$ cat config.mk
export PLATFORM = sky130hd
export DESIGN_NAME = ttc_type_decode
export DESIGN_NICKNAME = d
export VERILOG_FILES = /design/src/ttc_type_decode.v
export VERILOG_INCLUDE_DIRS = /design/src /design/src/src
export SDC_FILE = /design/constraint.sdc
export NUM_CORES = 1
export LEC_CHECK = 0
export ABC_CLOCK_PERIOD_IN_PS = 1340
export BUFFER_PORTS_ARGS = -buffer_cell sky130_fd_sc_hd__buf_2
export CAP_MARGIN = 20
export CORE_AREA = 4 4 41 43
export DETAILED_ROUTE_END_ITERATION = 6
export DIE_AREA = 0 0 45 47
export GPL_TIMING_DRIVEN = 0
export PLACE_DENSITY_LB_ADDON = 0.1
export SETUP_SLACK_MARGIN = 0.5
export SLEW_MARGIN = 40
export SYNTH_ARGS = -nofsm -noshare
export SYNTH_HDL_FRONTEND = slang
export SYNTH_SLANG_ARGS = --single-unit
$ cat constraint.sdc
create_clock -name vclk -period 1.34
set_input_delay 0.134 -clock vclk [all_inputs]
set_output_delay 0.134 -clock vclk [all_outputs]
set_load 0.02 [all_outputs]
$ cat src/ttc_consts.vh
// constants for the trb type checker and event segment table decoder
// assumes byte-addressed apb with 32-bit data, one register per aligned word
// What this block does
// - classify code by ring kind
// - transfer codes 1..8 decode in order
// - command ring takes link and 9..25
// - event rings carry only codes 32..39, plus vendor codes with vendor ok
// - reserved 0,26-31,40-47; vendor 48-63 optional
// - command error event: trb error, pointer, slot 0
// - transfer error event: trb error, pointer, slot, endpoint
// - disallowed transfer type puts endpoint in error
// - allowed types depend on endpoint type
// - allowed types depend on descriptor type
// - segment base in bits 63:6, 64-byte aligned
// - segment size 16..4096 trbs in bits 15:0
// - table found by base and size registers
// - entry is four words, 16 bytes
// - decode code together with ring kind
`ifndef TTC_CONSTS_VH
`define TTC_CONSTS_VH

// register byte offsets
`define TTC_REG_CTRL 8'h00
`define TTC_REG_STATUS 8'h04
`define TTC_REG_MASK 8'h08
`define TTC_REG_CHECK 8'h0c
`define TTC_REG_PTR_LO 8'h10
`define TTC_REG_PTR_HI 8'h14
`define TTC_REG_EVENT 8'h18
`define TTC_REG_EP_STATE 8'h1c
`define TTC_REG_TBL_BASE_LO 8'h20
`define TTC_REG_TBL_BASE_HI 8'h24
`define TTC_REG_TBL_SIZE 8'h28
`define TTC_REG_ENTRY0 8'h2c
`define TTC_REG_ENTRY1 8'h30
`define TTC_REG_ENTRY2 8'h34
`define TTC_REG_ENTRY3 8'h38
`define TTC_REG_SEG_LO 8'h3c
`define TTC_REG_SEG_HI 8'h40
`define TTC_REG_SEG_INFO 8'h44

// ring kinds
`define TTC_RING_CMD 2'h0
`define TTC_RING_EVT 2'h1
`define TTC_RING_XFER 2'h2

// endpoint / descriptor kinds
`define TTC_EP_ISOCH 3'h0
`define TTC_EP_INTR 3'h1
`define TTC_EP_CTRL 3'h2
`define TTC_EP_BULK 3'h3
`define TTC_EP_VENDOR 3'h4

// type codes
`define TTC_T_NORMAL 6'h01
`define TTC_T_SETUP 6'h02
`define TTC_T_DATA 6'h03
`define TTC_T_STATUS 6'h04
`define TTC_T_ISOCH 6'h05
`define TTC_T_LINK 6'h06
`define TTC_T_EVDATA 6'h07
`define TTC_T_NOOP 6'h08
`define TTC_T_CMD_FIRST 6'h09
`define TTC_T_CMD_LAST 6'h19
`define TTC_T_EVT_FIRST 6'h20
`define TTC_T_EVT_XFER 6'h20
`define TTC_T_EVT_CMDDONE 6'h21
`define TTC_T_EVT_LAST 6'h27
`define TTC_T_VEND_FIRST 6'h30

// error completion code
`define TTC_CC_TRB_ERROR 8'h05

// table entry layout
`define TTC_ALIGN_BITS 6
`define TTC_SEG_MIN 16'h0010
`define TTC_SEG_MAX 16'h1000

// status bits
`define TTC_ST_CMD_ERR 0
`define TTC_ST_XFER_ERR 1
`define TTC_ST_EVT_BAD 2
`define TTC_ST_SEG_BAD 3
`define TTC_ST_W 4

`endif

$ cat src/ttc_type_decode.v
// combinational type-code checker: ring kind, endpoint kind, descriptor kind
// assumes codes and kinds are stable inputs from the same clock domain
`timescale 1ns/1ns
`include "ttc_consts.vh"

module ttc_type_decode (
   // request
   input wire [5:0] type_code,
   input wire [1:0] ring_kind,
   input wire [2:0] ep_kind,
   input wire [2:0] td_kind,
   input wire vendor_ok,
   // result
   output reg allowed,
   output reg reserved,
   output reg vendor
);

   always @* begin
      reserved = (type_code == 6'h00) || (type_code > `TTC_T_CMD_LAST &&
         type_code < `TTC_T_EVT_FIRST) || (type_code > `TTC_T_EVT_LAST &&
         type_code < `TTC_T_VEND_FIRST);
      vendor = type_code >= `TTC_T_VEND_FIRST;
      allowed = 1'b0;
      // codes mean different things per ring, so the ring selects the table
      case (ring_kind)
         `TTC_RING_CMD: begin
            allowed = (type_code == `TTC_T_LINK) || (type_code >= `TTC_T_CMD_FIRST &&
               type_code <= `TTC_T_CMD_LAST) || (vendor && vendor_ok);
         end
         `TTC_RING_EVT: begin
            allowed = (type_code >= `TTC_T_EVT_FIRST && type_code <= `TTC_T_EVT_LAST) ||
               (vendor && vendor_ok);
         end
         `TTC_RING_XFER: begin
            case (type_code)
               `TTC_T_NORMAL: allowed = (td_kind != `TTC_EP_VENDOR);
               `TTC_T_SETUP, `TTC_T_DATA, `TTC_T_STATUS: begin
                  allowed = (ep_kind == `TTC_EP_CTRL) && (td_kind == `TTC_EP_CTRL);
               end
               `TTC_T_ISOCH: begin
                  allowed = (ep_kind == `TTC_EP_ISOCH) && (td_kind == `TTC_EP_ISOCH);
               end
               `TTC_T_LINK: allowed = 1'b1;
               `TTC_T_EVDATA, `TTC_T_NOOP: allowed = 1'b1;
               default: allowed = vendor && vendor_ok &&
                  ((td_kind == `TTC_EP_VENDOR) || (ep_kind == `TTC_EP_VENDOR));
            endcase
         end
         default: allowed = 1'b0;
      endcase
   end

endmodule // ttc_type_decode

==> results of run 1 <==
==> repair_timing <==
item / in CTS / in global routing
pin swaps: 6 / 0
endpoints found under the setup margin: 2 / 2
endpoints found under the hold margin: 0 / 0
cloned: 0 / 0
resized for setup: 13 / 4
buffers inserted: 0 / 0
==> layout make-up <==
cell class                 instances  area (sq um)
inverter                           3         11.26
buffer                             1         5.005
multi-input combinational         34         261.5
timing repair buffer              17         126.4
tap                               15         18.77
fill                             153         878.3
==> logic make-up (layout without fill, tap and decap cells) <==
| group | Yosys count | count (layout) |
|---|---|---|
| simple gates | 20 | 20 |
| mux | 1 | 1 |
| buf+inv | 4 | 21 |
| compound gates | 13 | 13 |
==> power breakdown <==
| group | switching (mW) | internal (mW) | total [mW] |
|---|---|---|---|
| Clock | 0 | 0 | 0 |
| Sequential | 0 | 0 | 0 |
| Combinational | 0.0648 | 0.0628 | 0.128 |
| Total | 0.0648 | 0.0628 | 0.128 |
==> through the flow <==
step           hold WS (ps)  cell area [sq um]  worst slack [ps]  TNS [ps]
2_1_floorplan         459.0              252.7             121.2         0
3_3_place_gp          718.4              356.6            -135.9    -135.9
3_5_place_dp          715.3              356.6            -125.9    -125.9
4_1_cts               701.4              402.9            -27.57    -27.57
5_1_grt               718.7              422.9            -71.43    -71.43
6_report              687.4              422.9            -22.59    -22.59
==> how the worst max path moves through the flow <==
stage	to	slack (ps)	cells past startpoint	from
5_1_grt	allowed	-70	7	ep_kind[2]
3_3_place_gp	allowed	-140	7	ep_kind[0]
4_1_cts	allowed	-30	7	ep_kind[2]
2_1_floorplan	allowed	120	5	ep_kind[0]
6_report	allowed	-20	7	ep_kind[2]
3_5_place_dp	allowed	-130	7	ep_kind[0]
==> per-layer routing <==
layer / track usage (%) / up-vias / share of wire [%]
met2: 11.30 / 11 / 43
met5: 0 / - / 0
met4: 0 / 0 / 0
met3: 1.149 / 0 / 6.6
met1: 11.69 / 144 / 51
li1: - / 179 / -
==> worst max-delay path: cells and delay by family <==
family	cells	cell delay, ps
and+or+nand+nor	3	520
buffers and inverters	2	230
AOI/OAI and AO/OA	2	350
==> cell usage in the layout (no fill, tap or decap) <==
cell type,n
a21o_1,1
nor2_1,7
nor4_4,1
buf_2,12
o21ai_1,1
nand3_1,1
o41ai_2,1
o211a_1,1
and2_1,1
mux2i_1,1
a22oi_1,1
nor3_1,2
buf_6,5
nor3b_2,1
or2_4,1
o21ai_4,1
a32o_2,1
a211oi_1,1
nor3b_1,1
nand4b_1,1
nand2_1,4
inv_1,3
buf_8,1
o211ai_1,1
o21a_1,1
a31oi_4,1
o22ai_1,2
==> impl_metrics.py, run 1 <==
metrics = {
    "die": {
        "die_area_sq_um": 2115,
        "rows": 13,
        "core_sq_um": 1301,
        "start_util_pct": 18.27,
        "io-pin-count": 18,
        "die_w_microns": 45,
        "die_h_microns": 47,
    },
    "route": {
        "avgRoutedWirePerCell_microns": 10.97,
        "route.antenna.remaining_nets": 0,
        "drtIter0Drc": 1,
        "num_vias": 334,
        "viasPerCell": 4.771,
        "drc": 0,
        "drtPass1Iterations": 2,
        "drt_wl_total_microns": 768,
    },
    "yosys": {
        "synthSimpleGateAreaFrac_pct": 48.95,
        "yosysTopAreaCell": "nor2_1",
        "yosys-top-cells-count": "nor2_1 (7), nand2_1 (4), inv_1 (3)",
        "synth_area_leaders": "nor2_1 (11%), nor4_4 (8.9%), nand2_1 (6.3%), nor3b_1 (6.3%), o22ai_1 (5.3%)",
        "synth_area_sq_um": 237.7,
        "synth_fp_nets": 53,
        "synthAdderAreaFrac_pct": 0,
        "synth_top_family_by_area": "simple AND/OR/NAND/NOR gates",
        "synth_xor_xnor_area_share_pct": 0,
        "yosysWarnings": 0,
        "ys_types": 24,
        "avgSynthCellArea_sq_um": 6.256,
        "yosysMostFrequentCell": "nor2_1",
        "yosysTopAreaCellShare_pct": 11.05,
        "ys_seq_area_share_pct": 0,
        "synth.area.mux_share_pct": 4.211,
        "synthCells": 38,
        "synth_compound_area_share_pct": 40.00,
    },
    "placed_design": {
        "place.gp.congestion": 0.6325,
        "place_inst": 70,
        "place.port_buffers": 17,
        "place_hpwl_microns": 648,
    },
    "final_layout": {
        "areaGrowthSynthToFinish_pct": 77.89,
        "nets": 72,
        "seq_cells": 0,
        "seq_area_sq_um": 0,
        "diodes": 0,
        "fin_cells": 70,
        "drive_gt1_share_pct": 45.45,
        "clock_buffers": 0,
        "post-route-util_pct": 32.50,
    },
    "critical_path": {
        "startpoint_type": "input port",
        "cp_data_arrival_time_ps": 1230,
        "crit_fanout": 2,
        "crit_chain": "buf_6 > or2_4 > nor4_4 > nand3_1 > a21o_1 > a31oi_4 > buf_6",
        "crit_required_ps": 1210,
        "endpoint_kind": "output port",
        "critical-path-max-stage-delay_ps": 260,
        "cp_slowest_cell": "or2_4",
        "criticalPathCategory": "input port to output port",
        "cpMostUsedCell": "buf_6",
    },
    "worst_hold_path": {
        "hold_path_end": "reserved",
        "holdPathStages": 3,
        "hold_path_class": "input port to output port",
        "min_from": "type_code[3]",
    },
    "clock_network": {
        "cts_hold_buf": 0,
    },
    "global_routing": {
        "grt_max_degree": 9,
        "antenna_found_initial": 0,
        "grt_pass1_vias": 309,
        "grt_pass1_wl_mm": 1.297,
        "grt_usage_pct": 7.474,
        "grt_overflow": 0,
    },
    "sta": {
        "slew_headroom_pct": 83.77,
        "hold_violations": 0,
        "grt_setup_unrepaired": "true",
        "post-route-period-util_pct": 101.7,
        "fin_ws_ps": -22.59,
        "clock.fmax_mhz": 733.9,
        "drv_slew": 0,
        "min_period_ps": 1363,
        "finalSetupViolCount": 1,
        "worstMarginPinSlew_ps": 240.9,
    },
    "run_status": {
        "failed_checks": "setup timing",
        "outcome": "finished, violations left",
    },
    "run": {
        "max-cap-violations": 0,
    },
    "pwr": {
        "totalPowerFinal_uw": 127.6,
        "power_density_nw_per_um2": 301.7,
        "ir_drop_uv": 121.1,
        "p_leak_nw": 0.1889,
    },
}
Note: power is estimated with default switching activity, not from simulation.
==> inputs of run 2 (changes only) <==
- CORE_AREA: 4 4 41 43 -> 2 2 39 41
- DIE_AREA: 0 0 45 47 -> 0 0 41 43
==> impl_metrics.py, run 2 (same netlist as run 1, synthesis figures left out) <==
metrics = {
    "pwr": {
        "power_density_nw_per_um2": 303.6,
        "switchingPower_uw": 65.94,
        "p_clk_share_pct": 0,
        "seqPwrFrac_pct": 0,
        "p_leak_nw": 0.1889,
        "p_int_uw": 62.81,
        "ir_drop_uv": 94.70,
        "switching_share_pct": 51.22,
        "power_frac_comb_pct": 100.0,
        "totalPowerFinal_uw": 128.8,
    },
    "global_routing": {
        "grt_pass1_wl_mm": 1.345,
        "grt_pass1_vias": 335,
        "grt_overflow": 0,
        "grt_usage_pct": 10.29,
        "grt_max_degree": 9,
        "antenna_found_initial": 0,
    },
    "route": {
        "viasPerCell": 5.014,
        "drc": 0,
        "drtPass1Iterations": 2,
        "avgRoutedWirePerCell_microns": 11.00,
        "drtIter0Drc": 2,
        "highest_layer": "met3",
        "met3_wirelength_microns": 30,
        "wl_met2_microns": 396,
        "num_vias": 356,
        "route.antenna.remaining_nets": 0,
        "wl_met1_microns": 353,
        "drt_wl_total_microns": 781,
    },
    "placed_design": {
        "place_hpwl_microns": 639.2,
        "place.port_buffers": 17,
        "place.gp.congestion": 0.6938,
        "place_inst": 71,
    },
    "final_layout": {
        "areaGrowthSynthToFinish_pct": 78.42,
        "diodes": 0,
        "seq_area_sq_um": 0,
        "clock_buffers": 0,
        "layout_common_cells": "buf_2 (12), nor2_1 (7), buf_6 (5)",
        "final_common_cell": "buf_2",
        "nets": 72,
        "drive_gt1_share_pct": 45.45,
        "fin_cells": 71,
        "seq_cells": 0,
    },
    "clock_network": {
        "postCtsSetupBuffers": 0,
        "cts_hold_buf": 0,
    },
    "critical_path": {
        "startpoint_type": "input port",
        "crit_required_ps": 1210,
        "cp_top_family": "simple AND/OR/NAND/NOR gates",
        "worst-path-stages": 6,
        "critPathBufInv": 2,
        "crit_chain": "buf_6 > or2_4 > o41ai_2 > nand4b_1 > a31oi_4 > buf_6",
        "critical-path-max-stage-delay_ps": 250,
        "cp_slowest_cell": "or2_4",
        "crit_fanout": 2,
        "cp_data_arrival_time_ps": 1210,
        "endpoint_kind": "output port",
        "cpMostUsedCell": "buf_6",
        "criticalPathCategory": "input port to output port",
    },
    "sta": {
        "finalSetupViolCount": 0,
        "post-route-period-util_pct": 99.98,
        "clock.fmax_mhz": 746.4,
        "worstMarginPinSlew_ps": 285.5,
        "grt_setup_unrepaired": "true",
        "min_period_ps": 1340,
        "hold_violations": 0,
        "slew_headroom_pct": 80.96,
        "drv_slew": 0,
    },
    "die": {
        "core_sq_um": 1384,
        "die_h_microns": 43,
        "start_util_pct": 17.18,
        "die_area_sq_um": 1763,
        "die_w_microns": 41,
        "rows": 14,
        "io-pin-count": 18,
    },
    "worst_hold_path": {
        "holdPathStages": 3,
        "hold_path_class": "input port to output port",
    },
    "run": {
        "max-cap-violations": 0,
    },
    "run_status": {
        "outcome": "complete, no violations",
    },
}
-- run 2: cell counts in the layout (fill, tap and decap cells not counted) --
Identical to the previous run, type by type.
-- run 2: repair_timing --
item | CTS | global route
endpoints found under the hold margin | 0 | 0
gates resized for setup | 15 | 2
endpoints found under the setup margin | 2 | 2
pin swaps | 4 | 0
-- run 2: layout make-up --
class	instances	area, sq um
Multi-Input combinational cell	34	261.5
Fill cell	148	959.7
Timing Repair Buffer	17	126.4
Buffer	1	5.005
Inverter	3	11.26
Tap cell	16	20.02
-- run 2: power groups by stage --
stage	Clock, mW	Combinational (mW)	Sequential [mW]
after floorplan	0	0.0575	0
after global placement	0	0.108	0
after detailed placement	0	0.106	0
after CTS	0	0.125	0
after global routing	0	0.140	0
final	0	0.129	0
-- run 2: layer usage --
metal	vias to the layer above	track usage, %
met5	-	0
met4	0	0
met3	0	0
met2	7	18.13
met1	169	14.24
li1	180	-
-- run 2: path summary, 6_finish.rpt --
| check | start | end | slack (ps) |
|---|---|---|---|
| max | ep_kind[0] | allowed | 0.3 |
| min | type_code[3] | reserved | 690 |
-- run 2: metrics by stage --
step                      hold WS [ps]  setup slack [ps]  TNS, ps  util [%]  instance area [sq um]
after floorplan                  459.0             121.2        0         -                  252.7
after global placement           718.5            -154.7   -154.7     25.86                  357.8
after detailed placement         714.2            -136.1   -136.1     25.86                  357.8
after CTS                        699.9            -6.147   -6.147     29.66                  410.4
after global routing             702.7            -100.0   -100.0     30.65                  424.2
final                            691.1            0.2723        0     30.65                  424.2
